File: config.mk
export PLATFORM = sky130hd
export DESIGN_NAME = seam_weld_wait_here_sequencer
export DESIGN_NICKNAME = d
export VERILOG_FILES = /design/src/shared/seam_seq_pkg.sv /design/src/logic/seam_weld_wait_here_sequencer.sv
export VERILOG_INCLUDE_DIRS = /design/src /design/src/shared
export SDC_FILE = /design/constraint.sdc
export NUM_CORES = 1
export LEC_CHECK = 0
export BUFFER_PORTS_ARGS = -buffer_cell sky130_fd_sc_hd__buf_2
export CAP_MARGIN = 20
export CELL_PAD_IN_SITES_DETAIL_PLACEMENT = 0
export CELL_PAD_IN_SITES_GLOBAL_PLACEMENT = 1
export CORE_MARGIN = 3
export CORE_UTILIZATION = 38
export CTS_CLUSTER_DIAMETER = 200
export DETAILED_ROUTE_END_ITERATION = 8
export MAX_ROUTING_LAYER = met4
export PLACE_DENSITY = 0.8
export SETUP_SLACK_MARGIN = 0.1
export SLEW_MARGIN = 40
export SYNTH_ARGS = -nofsm -noshare
export SYNTH_HDL_FRONTEND = slang
export SYNTH_SLANG_ARGS = --single-unit
File: constraint.sdc
create_clock -name clk_i -period 5.13 [get_ports clk_i]
set_clock_uncertainty 0.2 [all_clocks]
set_input_delay 0.7695 -clock clk_i [delete_from_list [all_inputs] [get_ports clk_i]]
set_output_delay 0.7695 -clock clk_i [all_outputs]
set_load 0.01 [all_outputs]
File: src/shared/seam_seq_cfg.svh
`ifndef SEAM_SEQ_CFG_SVH
`define SEAM_SEQ_CFG_SVH
// extended setting value that unlocks wait-here seam operation
`define SEAM_CFG_ENABLE   8'h05
// cycle mode codes
`define MODE_REPEAT       8'h01
`define MODE_CHAINED      8'h02
`define MODE_WAIT_HERE    8'h05
// impulse count that marks a seam schedule (99 decimal)
`define SEAM_IMPULSES     8'h63
// schedules reached from the seventh and eleventh stage inputs (20 and 40)
`define SCHED_SEVENTH     7'h14
`define SCHED_ELEVENTH    7'h28
// reset values
`define SCHED_RESET       7'h00
`define COUNT_RESET       8'h00
`endif

File: src/shared/seam_seq_pkg.sv
package seam_seq_pkg;

  // one schedule as held by the schedule store
  typedef struct packed {
    logic [7:0] squeeze;
    logic [7:0] weld;
    logic [7:0] percent;
    logic [7:0] hold;
    logic [7:0] off;
    logic [7:0] impulses;
    logic [7:0] cool;
    logic [7:0] valve;
    logic [7:0] cycle_mode;
    logic [7:0] slope_mode;
    logic [7:0] slope_count;
  } sched_t;

  // operator inputs and line zero crossing, all from pins
  typedef struct packed {
    logic line_zero_cross;
    logic third_stage_initiation;
    logic seventh_stage_initiation;
    logic eleventh_stage_initiation;
    logic sequence_stop_input;
    logic auxiliary_flow_input;
  } pins_t;

  typedef enum logic [5:0] {
    idle_s    = 6'h01,
    squeeze_s = 6'h02,
    weld_s    = 6'h04,
    cool_s    = 6'h08,
    hold_s    = 6'h10,
    off_s     = 6'h20
  } state_t;

endpackage : seam_seq_pkg

File: src/logic/seam_weld_wait_here_sequencer.sv
`timescale 1ns/10ps
`include "seam_seq_cfg.svh"
// Notes on behaviour
// - seam behaviour only when extended setting equals 05
// - seam starts from third stage input; weld current follows squeeze
// - stop or auxiliary flow input ends seam welding, goes to hold
// - seventh stage jumps to schedule 20, eleventh to schedule 40
// - mode 00..04 or other impulse count leaves wait-here behaviour
// - nonzero cool alternates weld and cool intervals in seam
// - percent current taken from each chained schedule on its own
// - slope and weld function taken from each chained schedule
module seam_weld_wait_here_sequencer
  import seam_seq_pkg::*;
(
  input  wire logic       clk_i,
  input  wire logic       resetn_i,
  input  wire pins_t      pins_i,
  input  wire logic [7:0] seam_cfg_i,
  input  wire logic [6:0] dial_sched_i,
  input  wire sched_t     sched_i,
  output logic [6:0]      sched_sel_o,
  output logic            weld_on_o,
  output logic [7:0]      percent_o,
  output logic [7:0]      slope_mode_o,
  output logic [7:0]      slope_count_o,
  output logic [7:0]      valve_o,
  output logic            busy_o,
  output logic            seam_active_o
);

  //--------------------------------------------------------------
  // input synchronisers and filter
  //--------------------------------------------------------------
  pins_t sync1_ff, sync2_ff, sync3_ff, flt_ff, prev_ff;
  pins_t nxt_flt, rise_w;

  // a change counts once stages two and three agree
  assign nxt_flt = (sync2_ff & sync3_ff) | (flt_ff & (sync2_ff | sync3_ff));
  assign rise_w  = flt_ff & ~prev_ff;

  always_ff @(posedge clk_i or negedge resetn_i)
  begin
    if (!resetn_i)
    begin
      sync1_ff <= '0;
      sync2_ff <= '0;
      sync3_ff <= '0;
      flt_ff   <= '0;
      prev_ff  <= '0;
    end
    else
    begin
      sync1_ff <= pins_i;
      sync2_ff <= sync1_ff;
      sync3_ff <= sync2_ff;
      flt_ff   <= nxt_flt;
      prev_ff  <= flt_ff;
    end
  end

  //--------------------------------------------------------------
  // decode
  //--------------------------------------------------------------
  function automatic logic cnt_hit(input logic [7:0] cnt, input logic [7:0] target);
    cnt_hit = (cnt >= target);
  endfunction : cnt_hit

  state_t     state_ff, nxt_state;
  logic [7:0] cnt_ff, nxt_cnt;
  logic [7:0] imp_ff, nxt_imp;
  logic [6:0] sel_ff, nxt_sel;
  logic [7:0] target_w;
  logic       tick_w, seam_w, halt_w, done_w, imp_last_w, cool_set_w;
  logic       jump7_w, jump11_w, chained_w, repeat_w;

  assign tick_w     = rise_w.line_zero_cross;
  // wait-here seam is live only while all three settings hold
  assign seam_w     = (seam_cfg_i == `SEAM_CFG_ENABLE)
                    && (sched_i.cycle_mode == `MODE_WAIT_HERE)
                    && (sched_i.impulses == `SEAM_IMPULSES);
  assign halt_w     = flt_ff.sequence_stop_input
                    | (seam_w & flt_ff.auxiliary_flow_input);
  assign jump7_w    = rise_w.seventh_stage_initiation;
  assign jump11_w   = rise_w.eleventh_stage_initiation;
  assign cool_set_w = (sched_i.cool != `COUNT_RESET);
  assign imp_last_w = ((imp_ff + 8'h01) >= sched_i.impulses);
  assign chained_w  = (sched_i.cycle_mode == `MODE_CHAINED);
  assign repeat_w   = (sched_i.cycle_mode == `MODE_REPEAT);

  // interval length for the current state
  assign target_w = (state_ff == squeeze_s) ? sched_i.squeeze :
                    (state_ff == weld_s)    ? sched_i.weld    :
                    (state_ff == cool_s)    ? sched_i.cool    :
                    (state_ff == hold_s)    ? sched_i.hold    :
                    (state_ff == off_s)     ? sched_i.off     : `COUNT_RESET;
  assign done_w   = cnt_hit(cnt_ff, target_w);

  //--------------------------------------------------------------
  // sequence state machine
  //--------------------------------------------------------------
  always_comb
  begin
    nxt_state = state_ff;
    nxt_sel   = sel_ff;
    nxt_imp   = imp_ff;
    nxt_cnt   = tick_w ? 8'(cnt_ff + 8'h01) : cnt_ff;
    unique case (state_ff)
      idle_s:
      begin
        nxt_cnt = `COUNT_RESET;
        if (rise_w.third_stage_initiation)
        begin
          nxt_sel   = dial_sched_i;
          nxt_state = squeeze_s;
        end
        else if (jump7_w || jump11_w)
        begin
          nxt_sel   = jump7_w ? `SCHED_SEVENTH : `SCHED_ELEVENTH;
          nxt_state = squeeze_s;
        end
      end
      squeeze_s:
      begin
        nxt_imp = `COUNT_RESET;
        if (flt_ff.sequence_stop_input)
          nxt_state = idle_s;
        else if (done_w)
        begin
          nxt_state = weld_s;
          nxt_cnt   = `COUNT_RESET;
        end
      end
      weld_s, cool_s:
      begin
        if (seam_w && halt_w)
        begin
          nxt_state = hold_s;
          nxt_cnt   = `COUNT_RESET;
        end
        else if (seam_w && (jump7_w || jump11_w))
        begin
          nxt_sel   = jump7_w ? `SCHED_SEVENTH : `SCHED_ELEVENTH;
          nxt_state = squeeze_s;
          nxt_cnt   = `COUNT_RESET;
        end
        else if (!seam_w && flt_ff.sequence_stop_input)
          nxt_state = idle_s;
        else if (done_w && state_ff == cool_s)
        begin
          nxt_state = weld_s;
          nxt_cnt   = `COUNT_RESET;
        end
        else if (done_w)
        begin
          nxt_cnt = `COUNT_RESET;
          nxt_imp = 8'(imp_ff + 8'h01);
          if (seam_w)
            nxt_state = cool_set_w ? cool_s : weld_s;
          else if (imp_last_w)
            nxt_state = hold_s;
          else if (cool_set_w)
            nxt_state = cool_s;
        end
      end
      hold_s:
      begin
        if (done_w)
        begin
          nxt_state = off_s;
          nxt_cnt   = `COUNT_RESET;
        end
      end
      off_s:
      begin
        if (done_w)
        begin
          nxt_cnt = `COUNT_RESET;
          if (chained_w)
          begin
            nxt_sel   = 7'(sel_ff + 7'h01);
            nxt_state = squeeze_s;
          end
          else if (repeat_w && flt_ff.third_stage_initiation)
            nxt_state = squeeze_s;
          else
            nxt_state = idle_s;
        end
      end
    endcase
  end

  // state and counters
  always_ff @(posedge clk_i or negedge resetn_i)
  begin
    if (!resetn_i)
    begin
      state_ff <= idle_s;
      cnt_ff   <= `COUNT_RESET;
      imp_ff   <= `COUNT_RESET;
      sel_ff   <= `SCHED_RESET;
    end
    else
    begin
      state_ff <= nxt_state;
      cnt_ff   <= nxt_cnt;
      imp_ff   <= nxt_imp;
      sel_ff   <= nxt_sel;
    end
  end

  //--------------------------------------------------------------
  // registered outputs
  //--------------------------------------------------------------
  always_ff @(posedge clk_i or negedge resetn_i)
  begin
    if (!resetn_i)
    begin
      weld_on_o     <= 1'b0;
      percent_o     <= `COUNT_RESET;
      slope_mode_o  <= `COUNT_RESET;
      slope_count_o <= `COUNT_RESET;
      valve_o       <= `COUNT_RESET;
      busy_o        <= 1'b0;
      seam_active_o <= 1'b0;
    end
    else
    begin
      weld_on_o     <= (nxt_state == weld_s);
      percent_o     <= sched_i.percent;
      slope_mode_o  <= sched_i.slope_mode;
      slope_count_o <= sched_i.slope_count;
      valve_o       <= (nxt_state == idle_s) ? `COUNT_RESET : sched_i.valve;
      busy_o        <= (nxt_state != idle_s);
      seam_active_o <= seam_w && (nxt_state != idle_s);
    end
  end

  assign sched_sel_o = sel_ff;
endmodule : seam_weld_wait_here_sequencer

==> results.md <==
- Status: finished, final reports clean
- Final period util: 90.27%
- Largest net degree at the start of global routing: 93
- Vias: 3958
- Final worst slack: 0.4989 ns
- Setup_tns: 0 ns
- Place WS: 0.4218 ns
- Switching pwr: 0.7914 mW
- Overflow after GRT: 0
- Setup CP Type: register to register
- Area Growth Syn to Fin: 25.95%
- H-Tree Depth: 3
- Fin crit period: 4.631 ns
- Peak supply drop: 0.1591 mV
- Initial core utilization: 39.56%
- Hold path startpoint: sync1_ff[0]
- CTS Root Cell: clkbuf_16
- Initial antenna violation count: 0
- Total Wirelength: 11960 um
- First drt pass iteration count: 5
- Worst r2r src: state_ff[5]
- Die Width: 116.0 um
- Top FF cell, synth: dfrtp_1
- Post-synth EDFFs: 0
- Max_slew headroom: 42.61%
- Net Sw Frac: 34.93%
- Post-Syn Nets: 561
- Seq cells post-synth: 92
- Max Clock Freq: 215.9 MHz
- Reg power frac: 39.0%
- Yosys cell types: 72
- Pint: 1.475 mW
- Final net count: 713
- Critical Path RT: 5.10 ns
- Crit path max fanout: 10
- Die Y-Extent: 116.0 um
- Port Buffers: 152
- Slew @ Worst Pin: 0.8608 ns
- CTS sink count: 92
- RSZ-0062 raised after global routing: no
- 1st-iter DRT viols: 300
- Post-Synthesis Cells: 431
- CP Launch Type: register
- Antenna diodes: 0
- Share of layout cells above drive strength 1: 32.65%
- # Max-Cap Violations: 0
- DR WL/cell: 16.36 um
- Vias in the first global route: 4027
- Async SR Flop Fraction: 100.0%
- Worst Hold Class: register to register
- Clock transition at the registers of the reported paths: 0.06 ns
- Clock latency on the worst-skew pair: 0.34 ns
- Longest Clk Path Bufs: 2
- First-pass GRT wire length: 19490 um
- Combinational share of power: 31.8%
- Most frequent cells after synthesis: 91 x dfrtp_1, 36 x nand2_1, 24 x nor2_1
- Critical Path AT: 4.61 ns
- Synth area leaders: dfrtp_1 50%, ha_1 5.2%, nand2_1 2.9%
- Die ar.: 13450 um2
- Antenna-violating nets left: 0
- Tot GR Track Use: 18.80%
- Setup Fix Bufs, Post-CTS: 0
- Synth Area per Inst: 10.66 um2
- Largest area contributor in the netlist: dfrtp_1
- DR vias/cell: 5.415
- Core area: 11610 um2
- TritonCTS Buffers: 9
- Setup crit end kind: register
- Placer Congestion: 0.8839
- Fin. Hold Viols: 0
- PD cells: 391.6 nW/um2
- Share of Yosys cell area claimed by the top area cell type: 49.56%
- Count leader, synth: dfrtp_1
- Site row count: 39
- Lkg Pwr: 2.767 nW
- Yosys synthesis warning count: 0
- Post-synthesis sequential area ratio: 50.14%
- I/O pins: 153
- Residual DRC count: 0
- Pins Over Slew Limit: 0
- Clock power share: 29.2%
- DP Wirelength: 9236 um
- Area of the mapped netlist: 4594 um2
- Setup violations, final: 0
- Crit path from: state_ff[5]
- CTS tree: yes
-- what timing repair did --
action / 4_1_cts / 5_1_grt
endpoints found under the setup margin: 0 / 9
endpoints found under the hold margin: 0 / 0
resized for setup: 0 / 1
hold buffers: 0 / 0
-- registers in the layout, summed over array words and instances, names as in the netlist --
signal         cells
valve_o            8
cnt_ff             8
flt_ff             6
busy_o             1
sched_sel_o        7
prev_ff            4
slope_mode_o       8
sync2_ff           6
percent_o          8
slope_count_o      8
weld_on_o          1
sync3_ff           6
seam_active_o      1
imp_ff             8
state_ff           6
sync1_ff           6
-- per-layer routing --
layer	up-vias	routed length [um]	track usage, %
li1	1903	-	-
met1	1880	5360	25.43
met2	160	5572	29.23
met3	15	891	3.969
met4	0	137	4.331
met5	-	0	-
-- final timing paths --
check,to,slack [ns],cells after the start
setup / recovery,valve_o[6],0.50,12
hold / removal,sync2_ff[0],0.15,0
min in group asynchronous,slope_count_o[5],0.30,1
setup reg to reg,valve_o[6],0.50,12
max in group asynchronous,state_ff[4],3.97,1
hold reg to reg,sync2_ff[0],0.15,0
-- cell usage in the layout (no fill, tap or decap), types with 7 or more instances in the layout --
cell	synthesis	layout
o21ai_0	13	13
nor2_1	24	24
buf_2	4	151
nand3_1	12	12
dfrtp_1	91	91
inv_1	22	22
and3_1	15	15
nand2_1	36	36
clkbuf_16	0	9
nor3_1	10	10
xor2_1	8	8
ha_1	19	19
nand2b_1	11	11
a31oi_1	17	16
a221oi_1	7	7
a21oi_1	13	13
-- power by group through the flow --
stage | registers, mW | logic, mW | clock network, mW
detailed placement | 0.897 | 0.712 | 0
floorplan | 0.910 | 0.463 | 0
global route | 0.898 | 0.803 | 0.718
global placement | 0.897 | 0.701 | 0
CTS | 0.885 | 0.714 | 0.682
finish | 0.884 | 0.721 | 0.661
-- cells by family after synthesis --
logic type | share of synthesized area (%)
compound gates | 17.62
xor+xnor | 2.669
fa+ha+maj | 6.482
buf+inv | 3.622
flops | 50.14
mux | 0.6536
simple gates | 18.82
-- worst max-delay path, cell delays in order (launching register included) --
cell      delay, ns
dfrtp_1        0.46
or4_1          0.76
a21o_1         0.29
nand2_1        0.15
a221oi_1       0.06
or3_1          0.35
ha_1           0.29
a2111o_1       0.39
a31oi_2        0.38
a211oi_1       0.10
o2111a_1       0.34
nor4_4         0.55
a31oi_1        0.16
-- layout make-up --
cell class	instances	area (um2)
clock buffers	10	229.0
clock inverters	6	70.07
fillers	1101	5827
inverters	22	82.58
multi-input cells	303	2131
flip-flops and latches	92	2303
well taps	143	178.9
repair buffers	155	792.0
-- per-stage QoR --
stage / cells / power (mW) / cell area [um2] / hold slack (ns) / utilization (%)
after floorplan: 431 / 1.373 / 4594 / 0.1312 / -
after detailed placement: 715 / 1.610 / 5479 / 0.1363 / 47.18
after CTS: 731 / 2.280 / 5778 / 0.1509 / 49.75
after global routing: 731 / 2.419 / 5787 / 0.1618 / 49.83
after global placement: 715 / 1.598 / 5475 / 0.1328 / 47.14
final: 731 / 2.266 / 5787 / 0.1485 / 49.83
Power figures use the tool's default switching activity.
